`src/rmii_phy_regs.vh`:
```
// Constants for the reduced-interface dibit data path of the transceiver
`ifndef RMII_PHY_REGS_VH
`define RMII_PHY_REGS_VH

// ==========================================================================
// Configuration strap codes
`define CFG_MII 3'h0
`define CFG_RMII 3'h1
`define CFG_RMII_B2B 3'h5
`define CFG_MII_B2B 3'h6

// ==========================================================================
// Dibit line codes
`define DIBIT_IDLE 2'h0
`define DIBIT_LPI 2'h1

// ==========================================================================
// Rate and timing
`define SYS_CLK_KHZ 64'h0000_0000_0001_E848
`define REF_CLK_KHZ 64'h0000_0000_0000_C350
`define RATE_DIV_10M 4'h9
`define RATE_DIV_100M 4'h0
`define STRAP_SETTLE 2'h3

`endif

```
`src/rmii_phy_data_interface.v`:
```
// Transceiver-side reduced media independent dibit data interface
`timescale 1ns/1ps
`default_nettype none
`include "rmii_phy_regs.vh"

module rmii_phy_data_interface #(
  parameter FIFO_DEPTH = 32,
  parameter FIFO_ADDR_W = 5,
  parameter NCO_W = 16
) (
  // Clock and reset
  input wire i_clock,
  input wire i_rst,
  // Straps and clock-mode selection
  input wire [2:0] i_config,
  input wire i_clk_mode_50,
  // Crystal clock pin and reference clock pin
  input wire i_crystal_clock_input,
  output reg o_ref_clk,
  output reg o_ref_clk_oe_n,
  // Transmit group from the MAC
  input wire i_tx_en,
  input wire [1:0] i_txd,
  // Receive group to the MAC
  output reg o_crs_dv,
  output reg [1:0] o_rxd,
  output reg o_rx_er,
  // Line side link status
  input wire i_speed_100,
  input wire i_eee_lpi,
  input wire i_line_carrier,
  // Line side receive stream
  input wire i_line_rx_valid,
  input wire [1:0] i_line_rx_dibit,
  input wire i_line_rx_error,
  output wire o_line_rx_ready,
  // Line side transmit stream
  output reg o_line_tx_valid,
  output reg [1:0] o_line_tx_dibit,
  output reg o_line_tx_lpi,
  // Latched mode
  output reg o_rmii_mode,
  output reg o_nibble_mode,
  output reg o_repeater_mode,
  output reg o_clk_mode_ext
);

  // NCO step for reference clock from system clock, 64-bit to avoid overflow
  localparam [63:0] NCO_STEP_WIDE = (`REF_CLK_KHZ << NCO_W) / `SYS_CLK_KHZ;
  localparam [NCO_W-1:0] NCO_STEP = NCO_STEP_WIDE[NCO_W-1:0];

  localparam [1:0] RX_IDLE = 2'h0;
  localparam [1:0] RX_WAIT = 2'h1;
  localparam [1:0] RX_DATA = 2'h2;

  // ==========================================================================
  // Synchronisers for pins from outside the clock domain
  reg [2:0] cfg_s1;
  reg [2:0] cfg_s2;
  reg mode_s1;
  reg mode_s2;
  reg xi_s1;
  reg xi_s2;
  reg xi_d;
  reg txen_s1;
  reg txen_s2;
  reg [1:0] txd_s1;
  reg [1:0] txd_s2;

  // Pins only feed the first stage; logic reads stage two
  always @(posedge i_clock) begin
    cfg_s1 <= i_config;
    cfg_s2 <= cfg_s1;
    mode_s1 <= i_clk_mode_50;
    mode_s2 <= mode_s1;
    xi_s1 <= i_crystal_clock_input;
    xi_s2 <= xi_s1;
    xi_d <= xi_s2;
    txen_s1 <= i_tx_en;
    txen_s2 <= txen_s1;
    txd_s1 <= i_txd;
    txd_s2 <= txd_s1;
  end

  // ==========================================================================
  // Strap latch
  reg [1:0] settle;
  reg strap_done;

  // Straps pass the synchroniser first, then are frozen until next reset
  always @(posedge i_clock) begin
    if (i_rst) begin
      settle <= 2'h0;
      strap_done <= 1'b0;
      o_rmii_mode <= 1'b0;
      o_nibble_mode <= 1'b0;
      o_repeater_mode <= 1'b0;
      o_clk_mode_ext <= 1'b0;
    end else if (!strap_done) begin
      settle <= settle + 2'h1;
      if (settle == `STRAP_SETTLE) begin
        strap_done <= 1'b1;
        o_rmii_mode <= (cfg_s2 == `CFG_RMII) | (cfg_s2 == `CFG_RMII_B2B);
        o_nibble_mode <= (cfg_s2 == `CFG_MII) | (cfg_s2 == `CFG_MII_B2B);
        o_repeater_mode <= (cfg_s2 == `CFG_RMII_B2B) | (cfg_s2 == `CFG_MII_B2B);
        // Strap 110 shares one crystal between the pair, so it never selects
        // the external reference even when the mode pin is high
        o_clk_mode_ext <= mode_s2 & (cfg_s2 != `CFG_MII_B2B);
      end
    end
  end

  // ==========================================================================
  // Reference clock generation and edge finding
  reg [NCO_W-1:0] nco;
  reg nco_msb_d;
  reg ref_tick;

  // Crystal mode synthesises the reference with an NCO; edges jitter by one
  // system period, a limit of deriving 50 MHz from 125 MHz
  always @(posedge i_clock) begin
    if (i_rst) begin
      nco <= {NCO_W{1'b0}};
      nco_msb_d <= 1'b0;
      ref_tick <= 1'b0;
      o_ref_clk <= 1'b0;
      o_ref_clk_oe_n <= 1'b1;
    end else begin
      nco <= nco + NCO_STEP;
      nco_msb_d <= nco[NCO_W-1];
      if (o_clk_mode_ext) begin
        ref_tick <= xi_s2 & ~xi_d;
        o_ref_clk <= 1'b0;
        o_ref_clk_oe_n <= 1'b1;
      end else begin
        ref_tick <= nco[NCO_W-1] & ~nco_msb_d;
        // Pin stays low until the straps are known, so no pulse escapes
        // in a mode that later turns out to leave the pin unused
        o_ref_clk <= nco[NCO_W-1] & strap_done & o_rmii_mode;
        o_ref_clk_oe_n <= ~(strap_done & o_rmii_mode);
      end
    end
  end

  // ==========================================================================
  // Line rate divider: at 10 Mb/s each dibit spans ten reference periods
  reg [3:0] rate_cnt;
  wire [3:0] rate_top = i_speed_100 ? `RATE_DIV_100M : `RATE_DIV_10M;
  // Every transmit sample and in-frame receive update waits for a slot, idle codes a
  // reference tick, so apart from the o_crs_dv rise the MAC sees pins move at most once per reference period
  wire slot = ref_tick & (rate_cnt == 4'h0) & o_rmii_mode;

  always @(posedge i_clock) begin
    if (i_rst) begin
      rate_cnt <= 4'h0;
    end else if (ref_tick) begin
      rate_cnt <= (rate_cnt >= rate_top) ? 4'h0 : rate_cnt + 4'h1;
    end
  end

  // ==========================================================================
  // Transmit path: one MAC dibit per slot to the line
  always @(posedge i_clock) begin
    if (i_rst) begin
      o_line_tx_valid <= 1'b0;
      o_line_tx_dibit <= `DIBIT_IDLE;
      o_line_tx_lpi <= 1'b0;
    end else if (slot) begin
      o_line_tx_valid <= txen_s2;
      o_line_tx_dibit <= txen_s2 ? txd_s2 : `DIBIT_IDLE;
      o_line_tx_lpi <= ~txen_s2 & (txd_s2 == `DIBIT_LPI);
    end else begin
      o_line_tx_valid <= 1'b0;
      o_line_tx_lpi <= 1'b0;
    end
  end

  // ==========================================================================
  // Receive buffer between line recovery and the MAC-facing pins
  // Recovery may outrun a ten megabit drain; ready tells it to stall
  wire fifo_out_valid;
  wire [2:0] fifo_out_data;
  reg fifo_pop;

  rmii_dibit_fifo #(
    .WIDTH(3),
    .DEPTH(FIFO_DEPTH),
    .ADDR_W(FIFO_ADDR_W)
  ) u_rx_fifo (
    .i_clock(i_clock),
    .i_rst(i_rst),
    .i_in_valid(i_line_rx_valid),
    .i_in_data({i_line_rx_error, i_line_rx_dibit}),
    .o_in_ready(o_line_rx_ready),
    .o_out_valid(fifo_out_valid),
    .o_out_data(fifo_out_data),
    .i_out_ready(fifo_pop)
  );

  // ==========================================================================
  // Receive state machine
  reg [1:0] rx_state;
  reg [1:0] next_rx_state;
  reg err_pend;
  wire [1:0] idle_code = i_eee_lpi ? `DIBIT_LPI : `DIBIT_IDLE;

  // Pop one entry per slot once decoded data is waiting
  // Carrier loss only ends a frame once the buffer has run dry
  always @* begin
    fifo_pop = 1'b0;
    next_rx_state = rx_state;
    case (rx_state)
      RX_IDLE: begin
        if (i_line_carrier & o_rmii_mode) begin
          next_rx_state = RX_WAIT;
        end
      end
      RX_WAIT: begin
        if (slot & fifo_out_valid) begin
          fifo_pop = 1'b1;
          next_rx_state = RX_DATA;
        end else if (slot & ~i_line_carrier) begin
          next_rx_state = RX_IDLE;
        end
      end
      RX_DATA: begin
        if (slot & fifo_out_valid) begin
          fifo_pop = 1'b1;
        end else if (slot & ~i_line_carrier) begin
          next_rx_state = RX_IDLE;
        end
      end
      default: begin
        next_rx_state = RX_IDLE;
      end
    endcase
  end

  // Pins change only on reference ticks, frame data only on slots, except the carrier-driven rise
  always @(posedge i_clock) begin
    if (i_rst) begin
      rx_state <= RX_IDLE;
      o_crs_dv <= 1'b0;
      o_rxd <= `DIBIT_IDLE;
      o_rx_er <= 1'b0;
      err_pend <= 1'b0;
    end else begin
      rx_state <= next_rx_state;
      if (rx_state == RX_IDLE && next_rx_state == RX_WAIT) begin
        o_crs_dv <= 1'b1;
        o_rxd <= `DIBIT_IDLE;
      end else if (slot) begin
        if (fifo_pop) begin
          o_rxd <= fifo_out_data[1:0];
          o_rx_er <= fifo_out_data[2] | err_pend;
          err_pend <= 1'b0;
        end else if (next_rx_state == RX_IDLE) begin
          o_crs_dv <= 1'b0;
          o_rxd <= idle_code;
          o_rx_er <= 1'b0;
          err_pend <= 1'b0;
        end else begin
          o_rxd <= (rx_state == RX_IDLE) ? idle_code : `DIBIT_IDLE;
          o_rx_er <= err_pend;
          err_pend <= 1'b0;
        end
      end else if (ref_tick & (rx_state == RX_IDLE)) begin
        o_rxd <= o_rmii_mode ? idle_code : `DIBIT_IDLE;
      end
      // An errored word refused by a full buffer never reaches the pins, so
      // its error is held and shown at the next slot instead; accepted words
      // carry their own error bit through the buffer to the right dibit
      if (i_line_rx_valid & ~o_line_rx_ready & i_line_rx_error & (rx_state != RX_IDLE)) begin
        err_pend <= 1'b1;
      end
    end
  end

endmodule

`default_nettype wire

```
`src/rmii_dibit_fifo.v`:
```
// Synchronous FIFO with valid/ready on both sides for received dibits
`timescale 1ns/1ps
`default_nettype none

module rmii_dibit_fifo #(
  parameter WIDTH = 3,
  parameter DEPTH = 32,
  parameter ADDR_W = 5
) (
  // Clock and reset
  input wire i_clock,
  input wire i_rst,
  // Fill side
  input wire i_in_valid,
  input wire [WIDTH-1:0] i_in_data,
  output reg o_in_ready,
  // Drain side
  output reg o_out_valid,
  output wire [WIDTH-1:0] o_out_data,
  input wire i_out_ready
);

  reg [WIDTH-1:0] mem [0:DEPTH-1];
  reg [ADDR_W-1:0] wr_ptr;
  reg [ADDR_W-1:0] rd_ptr;
  reg [ADDR_W:0] count;
  wire push = i_in_valid & o_in_ready;
  wire pop = o_out_valid & i_out_ready;
  wire [ADDR_W:0] next_count = count + {{ADDR_W{1'b0}}, push} - {{ADDR_W{1'b0}}, pop};

  assign o_out_data = mem[rd_ptr];

  // ==========================================================================
  // Pointers and flags; full and empty are flops so ready never glitches
  always @(posedge i_clock) begin
    if (i_rst) begin
      wr_ptr <= {ADDR_W{1'b0}};
      rd_ptr <= {ADDR_W{1'b0}};
      count <= {(ADDR_W+1){1'b0}};
      o_in_ready <= 1'b0;
      o_out_valid <= 1'b0;
    end else begin
      if (push) begin
        mem[wr_ptr] <= i_in_data;
        wr_ptr <= (wr_ptr == DEPTH - 1) ? {ADDR_W{1'b0}} : wr_ptr + 1'b1;
      end
      if (pop) begin
        rd_ptr <= (rd_ptr == DEPTH - 1) ? {ADDR_W{1'b0}} : rd_ptr + 1'b1;
      end
      count <= next_count;
      o_in_ready <= (next_count != DEPTH);
      o_out_valid <= (next_count != {(ADDR_W+1){1'b0}});
    end
  end

endmodule

`default_nettype wire

```
`config.mk`:
```
export PLATFORM = sky130hd
export DESIGN_NAME = rmii_phy_data_interface
export DESIGN_NICKNAME = d
export VERILOG_FILES = /design/src/rmii_phy_data_interface.v /design/src/rmii_dibit_fifo.v
export VERILOG_INCLUDE_DIRS = /design/src
export SDC_FILE = /design/constraint.sdc
export NUM_CORES = 1
export LEC_CHECK = 0
export ABC_AREA = 0
export BUFFER_PORTS_ARGS = -buffer_cell sky130_fd_sc_hd__buf_2
export CAP_MARGIN = 25
export CORE_UTILIZATION = 35
export DETAILED_ROUTE_END_ITERATION = 7
export GPL_ROUTABILITY_DRIVEN = 0
export HOLD_SLACK_MARGIN = 0.06
export PLACE_DENSITY = 0.48
export SLEW_MARGIN = 20
export SYNTH_ARGS = -nofsm -noshare
export SYNTH_HDL_FRONTEND = slang
export SYNTH_SLANG_ARGS = --single-unit
```
`constraint.sdc`:
```
create_clock -name i_clock -period 2.5 [get_ports i_clock]
set_input_delay 0.5 -clock i_clock [delete_from_list [all_inputs] [get_ports i_clock]]
set_output_delay 0.5 -clock i_clock [all_outputs]
set_load 0.01 [all_outputs]
```
# After elaboration in Yosys (flattened, before gate mapping)
# Memory sizes are Yosys's and may differ from the RTL's. A register that Yosys moved wholly into a read port is not among the register bits.
# Index checks and enable logic that the tools add are counted.
# word_totals
output_inout_bits,15
in_bits,17
ramBits,96
word_cells,145
mem_count,1
reg_bits,77
# mem_list
memory,depth,width,read_ports,rd_clocked_by_memory_dff,wr,line,text
u_rx_fifo.mem,32,3,1,1,1,rmii_dibit_fifo.v:23,reg [WIDTH-1:0] mem [0:DEPTH-1];
# classes
mux,36
reduce_logical,19
n_lt_le_gt_ge,1
add_sub_neg,7
n_eq_ne,14
n_bitwise,31
# op_table
operator,n
2-to-1 mux 1 bit,21
2-to-1 mux 5 bit,4
bitwise AND 1 bit,18
"adder 16 x 15 -> 16 bit, second input constant",1
2-to-1 mux 2 bit,8
"adder 5 x 1 -> 5 bit, second input constant",2
"== test 5 bit, second input constant",2
nonzero test 2 bit,5
NOT 1 bit,9
2-to-1 mux 4 bit,2
OR reduction 2 bit,4
adder 6 x 1 -> 6 bit,1
"== test 2 x 1 -> 1 bit, second input constant",3
"== test 3 bit, second input constant",2
"!= test 6 bit, second input constant",1
case mux 2 bit (3 select lines),1
AND reduction 2 bit,3
nonzero test 6 bit,1
subtractor 6 x 1 -> 6 bit,1
"adder 4 x 1 -> 4 bit, second input constant",1
"== test 2 bit, second input constant",2
>= comparator 4 bit,1
logical NOT 2 bit,2
logical NOT 4 bit,1
other kinds (9),12

# Logic depth before layout (Yosys ltp)
# Gate-level depths: netlist of run 1.
# logic_depth
ltp_word,12
mapped_depth,15
mapped_depth_nobuf,15

# Modules after synthesis
# Synthesis of run 1 repeated with hierarchy kept, for this count alone.
# unflattened
hier_cells,592
area_unflattened_um2,7320.8
# modules_own_cells
module,cells_per_inst,area_each_um2,seq_area_each_um2,n_inst
rmii_dibit_fifo,352,5016.1,3343.2,1
rmii_phy_data_interface,240,2304.7,1161.1,1

# Least setup slack after synthesis of run 1
# Ideal clock, no wire load.
# synth_timing
kind,register -> register
from,reg rate_cnt[0]
to,reg u_rx_fifo.o_in_ready
arrival_time_ps,2489
stages_incl_launch_ff,14
slack_ps,-123
synth_period_minus_slack_ps,2623
setup_time_ps,134
required_ps,2366
path_buffers,0
path_cell_list,dfxtp_1 inv_1 ha_1 nor2b_1 nand4_1 inv_1 ha_1 inv_1 ha_1 inv_1 fa_1 xor2_1 nor4bb_1 a31oi_1
# synth_between
elab_chain_len,9
# synth_lines
item,line,text
start: declaration,rmii_phy_data_interface.v:147,reg [3:0] rate_cnt;
start signal: assignment,rmii_phy_data_interface.v:157,rate_cnt <= (rate_cnt >= rate_top) ? 4'h0 : rate_cnt + 4'h1;
logical NOT 4 bit,rmii_phy_data_interface.v:151,wire slot = ref_tick & (rate_cnt == 4'h0) & o_rmii_mode;
bitwise AND 1 bit (2 in a row),rmii_phy_data_interface.v:151,
bitwise AND 1 bit,"rmii_phy_data_interface.v:219, rmii_phy_data_interface.v:227",
2-to-1 mux 1 bit,"rmii_phy_data_interface.v:219, rmii_phy_data_interface.v:227",
2-to-1 mux 1 bit,-,
bitwise AND 1 bit,rmii_dibit_fifo.v:28,wire pop = o_out_valid & i_out_ready;
via u_rx_fifo.pop,rmii_dibit_fifo.v:28,
subtractor 6 x 1 -> 6 bit,rmii_dibit_fifo.v:29,"wire [ADDR_W:0] next_count = count + {{ADDR_W{1'b0}}, push} - {{ADDR_W{1'b0}}, pop};"
!= test 6 bit,rmii_dibit_fifo.v:51,o_in_ready <= (next_count != DEPTH);
end signal: assignment,rmii_dibit_fifo.v:51,
end: declaration,rmii_dibit_fifo.v:16,"output reg o_in_ready,"
# The timed path passes the listed nets, and every way through them passes these cells.
# A chain may end at the register's enable or synchronous reset.

# Worst setup path in the final report of run 1
# layout_timing
from,reg rx_state[1]
to,reg u_rx_fifo.o_out_valid
# layout_between
elab_chain_len,6
elab_cells_between_ends,7
cone_classes,add/sub (1); eq/ne (2); mux (1); bitwise (1); reduce/logical (2)
# layout_lines
item,line,text
start: declaration,rmii_phy_data_interface.v:202,reg [1:0] rx_state;
start signal: assignment,rmii_phy_data_interface.v:248,rx_state <= next_rx_state;
== test 2 bit / == test 2 x 1 -> 1 bit (equally long branches),rmii_phy_data_interface.v:212,case (rx_state)
OR reduction 2 bit (no line) *,-,
2-to-1 mux 1 bit *,-,
bitwise AND 1 bit *,rmii_dibit_fifo.v:28,
via u_rx_fifo.pop,rmii_dibit_fifo.v:28,
subtractor 6 x 1 -> 6 bit *,rmii_dibit_fifo.v:29,
nonzero test 6 bit *,rmii_dibit_fifo.v:52,o_out_valid <= (next_count != {(ADDR_W+1){1'b0}});
end signal: assignment,rmii_dibit_fifo.v:52,
end: declaration,rmii_dibit_fifo.v:18,"output reg o_out_valid,"
# The timed path passes the listed nets; every way through them passes the cells marked *.

==> metrics.yaml, run 1 <==
logic_synthesis:
  ys_warn_count: 0
  yosys.area.top_type: "edfxtp_1"
  synth_seq_area_share: 0.6186
  synth-seq-cells: 177
  synthFlopType: "edfxtp_1"
  synth_top_cell_area_share: 0.3959
  async_flop_share: 0
  synth_edf_count: 96
  syn-num-nets: 614
  syn_avg_cell_area_um2: 12.71
  synthTopCellsByArea: "edfxtp_1 40%, dfxtp_1 22%, mux4_2 7.4%"
  synthDistinctLibCells: 61
  syn_area_um2: 7282
  synthCells: 573
timing:
  finalSetupViolations: 0
  setup_tns_ns: 0
  skew_ns: 0.01250
  min_period_over_period: 0.9727
  finalCriticalPeriod_ns: 2.432
  rsz0062_at_grt: "true"
  setup_ws_ns: 0.06814
  slew_headroom: 0.6222
  tightest_slew_ns: 0.5666
  hold-worst-slack_ns: 0.1604
  slew_viol_final: 0
  fmax_mhz: 411.2
  finalHoldViolCount: 0
place:
  place_ws_ns: -0.07830
  dp.cells: 874
  hpwl_um: 10110
  place_area_um2: 7878
  port_buffers: 31
drt:
  avgViaCountPerCell: 4.946
  ant_nets: 0
  wl_met1_um: 7036
  wl_met3_um: 598
  topRoutingLayerUsed: "met4"
  wl_met2_um: 7351
  wirelength_um: 15150
  via_count: 4521
  routedWlPerCell_um: 16.57
  first_pass_iters: 4
  drtIter0Drc: 242
  drc: 0
final_layout:
  final_core_util: 0.4251
  syn_to_final_growth_pct: 18.51
  antenna_cells: 0
  multi_input_area_um2: 2675
  fin_cells: 914
  regArea_um2: 4509
  fillers: 1909
  fin_area_um2: 8630
  drive_gt1_frac: 0.2469
  nets: 672
critical_path:
  path_common_cell: "inv_2"
  critPathArrivalTime_ns: 2.78
  path_max_fanout: 3
  worstPathCellList: "inv_2 -> ha_1 -> nand4_1 -> inv_2 -> ha_4 -> inv_2 -> ha_4 -> a21o_1 -> a21o_1 -> a2111o_1 -> o211a_1 -> a31oi_1"
  endpoint_kind: "flip-flop"
  critPathSlowestCell: "a2111o_1"
  start_kind: "flip-flop"
  worstPathRequired_ns: 2.85
  path_class: "reg -> reg"
  max_stage_delay_ns: 0.41
cts:
  hold_buffers: 0
  clock_latency_ns: 0.44
  clockBufferDepth: 2
  htreeDepth: 4
  root_buffer: "clkbuf_16"
  clock_sinks: 177
  cts_tree: "yes"
  numCtsBuffers: 17
  clk_pin_slew_ns: 0.07
run_status:
  status: "finished, final reports clean"
global_route:
  grt_max_degree: 38
  first_global_vias: 4568
  grt-ovfl-total: 0
  grt_pass1_wl_um: 24380
  antenna_found_initial: 1
  grt_use_total: 0.1491
flow_run:
  cap_violations: 0
die:
  fp.dieH_um: 146.2
  dieArea_um2: 21390
  io_pins: 32
  start_util: 0.3587
  die_x_um: 146.2
  rows: 52
  fp.coreArea_um2: 20300
pwr:
  power.leakage_nw: 3.067
  p_per_area_nw_per_um2: 781.4
  total_power_mw: 6.743
  vdd_drop_max_mv: 0.3936
worst_hold_path:
  hp-class: "in -> reg"
## synth_stat cells (7+ instances only)
cell,number
inv_1,25
clkbuf_1,12
ha_1,23
edfxtp_1,96
xor2_1,14
dfxtp_1,81
nor2_1,77
nor3_1,9
a21oi_1,36
nor2b_1,7
mux4_2,24
nand3_1,13
o21ai_0,14
nand2_1,37
## cells in the final DEF, fill, tap and decap left out, drive strengths merged, types with 5 or more instances in the layout
master,n
nand2,37
mux4,24
nor2b,7
nand3,13
nor3,9
o21ai,14
a21oi,36
xor2,14
nand3b,7
buf,62
mux2i,6
a31oi,5
dfxtp,81
ha,23
nor2,78
clkbuf,21
nand2b,5
edfxtp,96
inv,33
## cell type report
type                    instances  share of cell area
repair buffers                 62             0.04640
clock buffers                  21             0.05959
flip-flops and latches        177              0.5225
inverters                      25             0.01087
multi-input cells             348              0.3100
well taps                     270             0.03915
clock inverters                11             0.01145
## metal layers
layer / global-route usage / up-vias
li1: - / 2221
met1: 0.1990 / 2203
met2: 0.2381 / 81
met3: 0.03656 / 16
met4: 0.04792 / 0
met5: 0 / -
## power by group
group / internal (mW) / switching, mW
registers: 3.19 / 0.103
clock network: 1.52 / 1.21
logic: 0.337 / 0.391
total: 5.04 / 1.70
## cell families after synthesis
group                      synth area share
and+or+nand+nor                      0.1283
DFF                                  0.6186
AOI/OAI and AO/OA                   0.07956
buffers and inverters               0.02801
muxes                               0.08402
adders and majority gates           0.04227
xor gates and xnor gates            0.01924
## worst paths after layout
kind                                              end  depth (start not counted)  slack [ns]   startpoint
worst min-delay path                        txd_s1[1]                          1        0.16     i_txd[1]
worst max-delay path            u_rx_fifo.o_out_valid                         12        0.07  rx_state[1]
worst max register to register  u_rx_fifo.o_out_valid                         12        0.07  rx_state[1]
worst min register to register                txen_s2                          0        0.33      txen_s1
## repair_timing
item                                    in CTS  in global routing
endpoints found under the setup margin       3                 10
pin swaps                                   10                  9
gates resized for setup                     13                  8
buffers inserted                             8                  2
hold endpoints to repair                     0                  0
## critical path, delay by kind of cell (launching register included)
family | cells | cell delay [ns]
buffers and inverters | 3 | 0.15
adders and majority gates | 3 | 0.69
and+or+nand+nor | 1 | 0.13
AOI/OAI and AO/OA | 5 | 1.07
DFF | 1 | 0.33
## sequential cells by signal, indices dropped and copies added, names as in the netlist, 2 cells and up, named ones only
name	cells
txd_s2	2
settle	2
o_line_tx_dibit	2
u_rx_fifo.rd_ptr	5
u_rx_fifo.count	6
txd_s1	2
o_rxd	2
u_rx_fifo.wr_ptr	5
cfg_s1	3
u_rx_fifo.mem	96
rate_cnt	4
rx_state	2
nco	15
cfg_s2	3
Power figures use the tool's default switching activity.
==> run 2: changes to the inputs <==
Settings changed: CTS_BUF_LIST from default to sky130_fd_sc_hd__clkbuf_8.
Clock period 2.5 ns to 1.95 ns, I/O delays scaled along.
==> run 2 against run 1 <==
- the flow now finishes with violations (setup timing)
- largest power group unchanged
- combinational power up 57%
- total power grew 15%
- non-clock buffer count is 69 higher
==> metrics.yaml, run 2 (same netlist as run 1, synthesis figures left out) <==
run_status:
  status: "finished, violations left"
  failed_checks: "setup timing"
cts:
  clock_latency_ns: 0.45  # about the same
  clockBufferDepth: 2  # unchanged
  numCtsBuffers: 17  # unchanged
  root_buffer: "clkbuf_8"
  cts_tree: "yes"
  clock_sinks: 177  # unchanged
  clk_pin_slew_ns: 0.09  # +0.02 ns
  htreeDepth: 4  # unchanged
critical_path:
  path_max_fanout: 3  # unchanged
  r2r-start: "rate_cnt[0]"
  path_class: "reg -> reg"
  worstPathRequired_ns: 2.32  # -0.53 ns
  endpoint_kind: "flip-flop"
  start_kind: "flip-flop"
  crit_start: "rate_cnt[0]"
  critPathArrivalTime_ns: 2.80  # +0.02 ns
  worstPathCellList: "inv_2 -> ha_4 -> nor2b_4 -> nand4_1 -> inv_2 -> ha_4 -> inv_2 -> ha_4 -> a21o_1 -> a21o_1 -> a2111o_1 -> o211a_1 -> a31oi_1"
  max_stage_delay_ns: 0.42  # about the same
  critPathSlowestCell: "a2111o_1"
drt:
  wirelength_um: 16190  # +6.9%
  drtIter0Drc: 309  # +28%
  drc: 0  # unchanged
  ant_nets: 0  # unchanged
  via_count: 4805  # +6.3%
  routedWlPerCell_um: 16.47  # -0.63%
  avgViaCountPerCell: 4.888  # -1.2%
  first_pass_iters: 4  # unchanged
pwr:
  vdd_drop_max_mv: 0.3955  # +0.48%
  switchingPower_mw: 2.065  # +21%
  clkPwrFrac: 0.314  # -0.090
  seqPwrFrac: 0.539  # +0.051
  total_power_mw: 7.772  # +15%
  p_sw_frac: 0.2657  # +0.01338
  p_int_mw: 5.707  # +13%
  p_per_area_nw_per_um2: 851.6  # +9.0%
  power.leakage_nw: 3.388  # +10%
  p_comb_frac: 0.147  # +0.039
final_layout:
  largest_reg_flops: 96  # unchanged
  fin_area_um2: 9126  # +5.8%
  final_cell_mix: "96 x edfxtp_1, 80 x buf_4, 75 x nor2_1, 72 x dfxtp_1, 37 x nand2_1"
  fillers: 1889  # -1.0%
  syn_to_final_growth_pct: 25.33
  regMostFlops: "u_rx_fifo.mem"
  antenna_cells: 0  # unchanged
  final_common_cell: "edfxtp_1"
  nets: 741  # +10%
  regArea_um2: 4518  # +0.19%
  largestRegisters: "u_rx_fifo.mem: 96 flops, nco: 15 flops, u_rx_fifo.count: 6 flops"
  multi_input_area_um2: 2789  # +4.3%
  drive_gt1_frac: 0.3366  # +0.08971
timing:
  slew_headroom: 0.6011  # -0.02110
  skew_ns: 0.01799  # +0.005497 ns
  setup_ws_ns: -0.4854  # -0.5535 ns
  slew_viol_final: 0  # unchanged
  rsz0062_at_grt: "true"
  finalCriticalPeriod_ns: 2.435  # +0.003531 ns
  finalHoldViolCount: 0  # unchanged
  finalSetupViolations: 9  # +9
  fmax_mhz: 410.6  # -0.15%
  tightest_slew_ns: 0.5983  # +0.03165 ns
  min_period_over_period: 1.249  # +0.2762
die:
  fp.coreArea_um2: 20300  # unchanged
  rows: 52  # unchanged
  start_util: 0.3587  # unchanged
  dieArea_um2: 21390  # unchanged
  io_pins: 32  # unchanged
  die_x_um: 146.2  # unchanged
  fp.dieH_um: 146.2  # unchanged
global_route:
  grt_use_total: 0.1578  # +0.008716
  grt_max_degree: 65  # +71%
  grt_pass1_wl_um: 25720  # +5.5%
  grt-ovfl-total: 0  # unchanged
  first_global_vias: 4876  # +6.7%
  antenna_found_initial: 1  # unchanged
place:
  port_buffers: 31  # unchanged
  place_area_um2: 8431  # +7.0%
  place_ws_ns: -0.4653  # -0.3870 ns
  hpwl_um: 11300  # +12%
worst_hold_path:
  hp-class: "in -> reg"
  min_from: "i_line_rx_valid"
flow_run:
  cap_violations: 0  # unchanged
run 2: cell count changes in the layout (fill, tap and decap cells not counted), sizes merged:
cell         delta
dlygate4sd3     +8
clkbuf          -3
clkinv          -1
clkinvlp        +1
bufinv          +1
inv             +2
buf            +61
run 2: worst max-delay path, delay by kind of cell (launching register included):
kind | cells | cell delay, ns
AOI/OAI and AO/OA | 5 | 1.08
adders and majority gates | 3 | 0.56
DFF | 1 | 0.34
and+or+nand+nor | 2 | 0.22
buffers and inverters | 3 | 0.15
run 2: timing repair:
item                                    in CTS  in global routing
cloned                                       1                  0
hold endpoints to repair                     8                  0
endpoints found under the setup margin      16                 16
buffers inserted                             3                  9
hold buffers                                 8                  0
pin swaps                                   11                 19
gates resized for setup                     18                 24
run 2: metal layers:
layer  wire length, um  up-vias  global-route usage  part of all wire
li1                  -     2347                   -                 -
met1              7657     2376              0.2084              0.47
met2              7864       73              0.2619              0.49
met3               519        9             0.03406             0.032
met4               148        0             0.04219            0.0091
met5                 0        -                   0                 0
run 2: layout make-up:
| cell class | count | area share |
|---|---|---|
| Clock buffer | 18 | 0.02715 |
| Clock inverter | 14 | 0.01426 |
| Inverter | 25 | 0.01028 |
| Multi-Input combinational cell | 348 | 0.3056 |
| Sequential cell | 177 | 0.4951 |
| Tap cell | 270 | 0.03702 |
| Timing Repair Buffer | 131 | 0.1106 |
run 2: worst paths after layout:
check / endpoint / slack (ns) / depth (start not counted)
setup / recovery: u_rx_fifo.o_out_valid / -0.49 / 13
hold / removal: err_pend / 0.33 / 3
setup reg to reg: u_rx_fifo.o_out_valid / -0.49 / 13
hold reg to reg: cfg_s2[0] / 0.33 / 0
run 2: metrics by stage:
step,hold slack (ns),utilization,TNS (ns),std cells
2_1_floorplan,0.3096,-,-2.031,573
3_3_place_gp,0.3143,0.4153,-2.721,932
3_5_place_dp,0.3121,0.4153,-3.156,932
4_1_cts,0.2989,0.4434,-2.314,976
5_1_grt,0.3178,0.4496,-3.265,983
6_report,0.3287,0.4496,-2.220,983
run 2: power groups by stage:
stage	clock, mW	sequential (mW)	combinational (mW)
floorplan	0	4.27	0.719
global placement	0	4.27	1.02
detailed placement	0	4.28	1.07
CTS	2.53	4.19	1.10
global route	2.67	4.21	1.26
finish	2.44	4.19	1.14
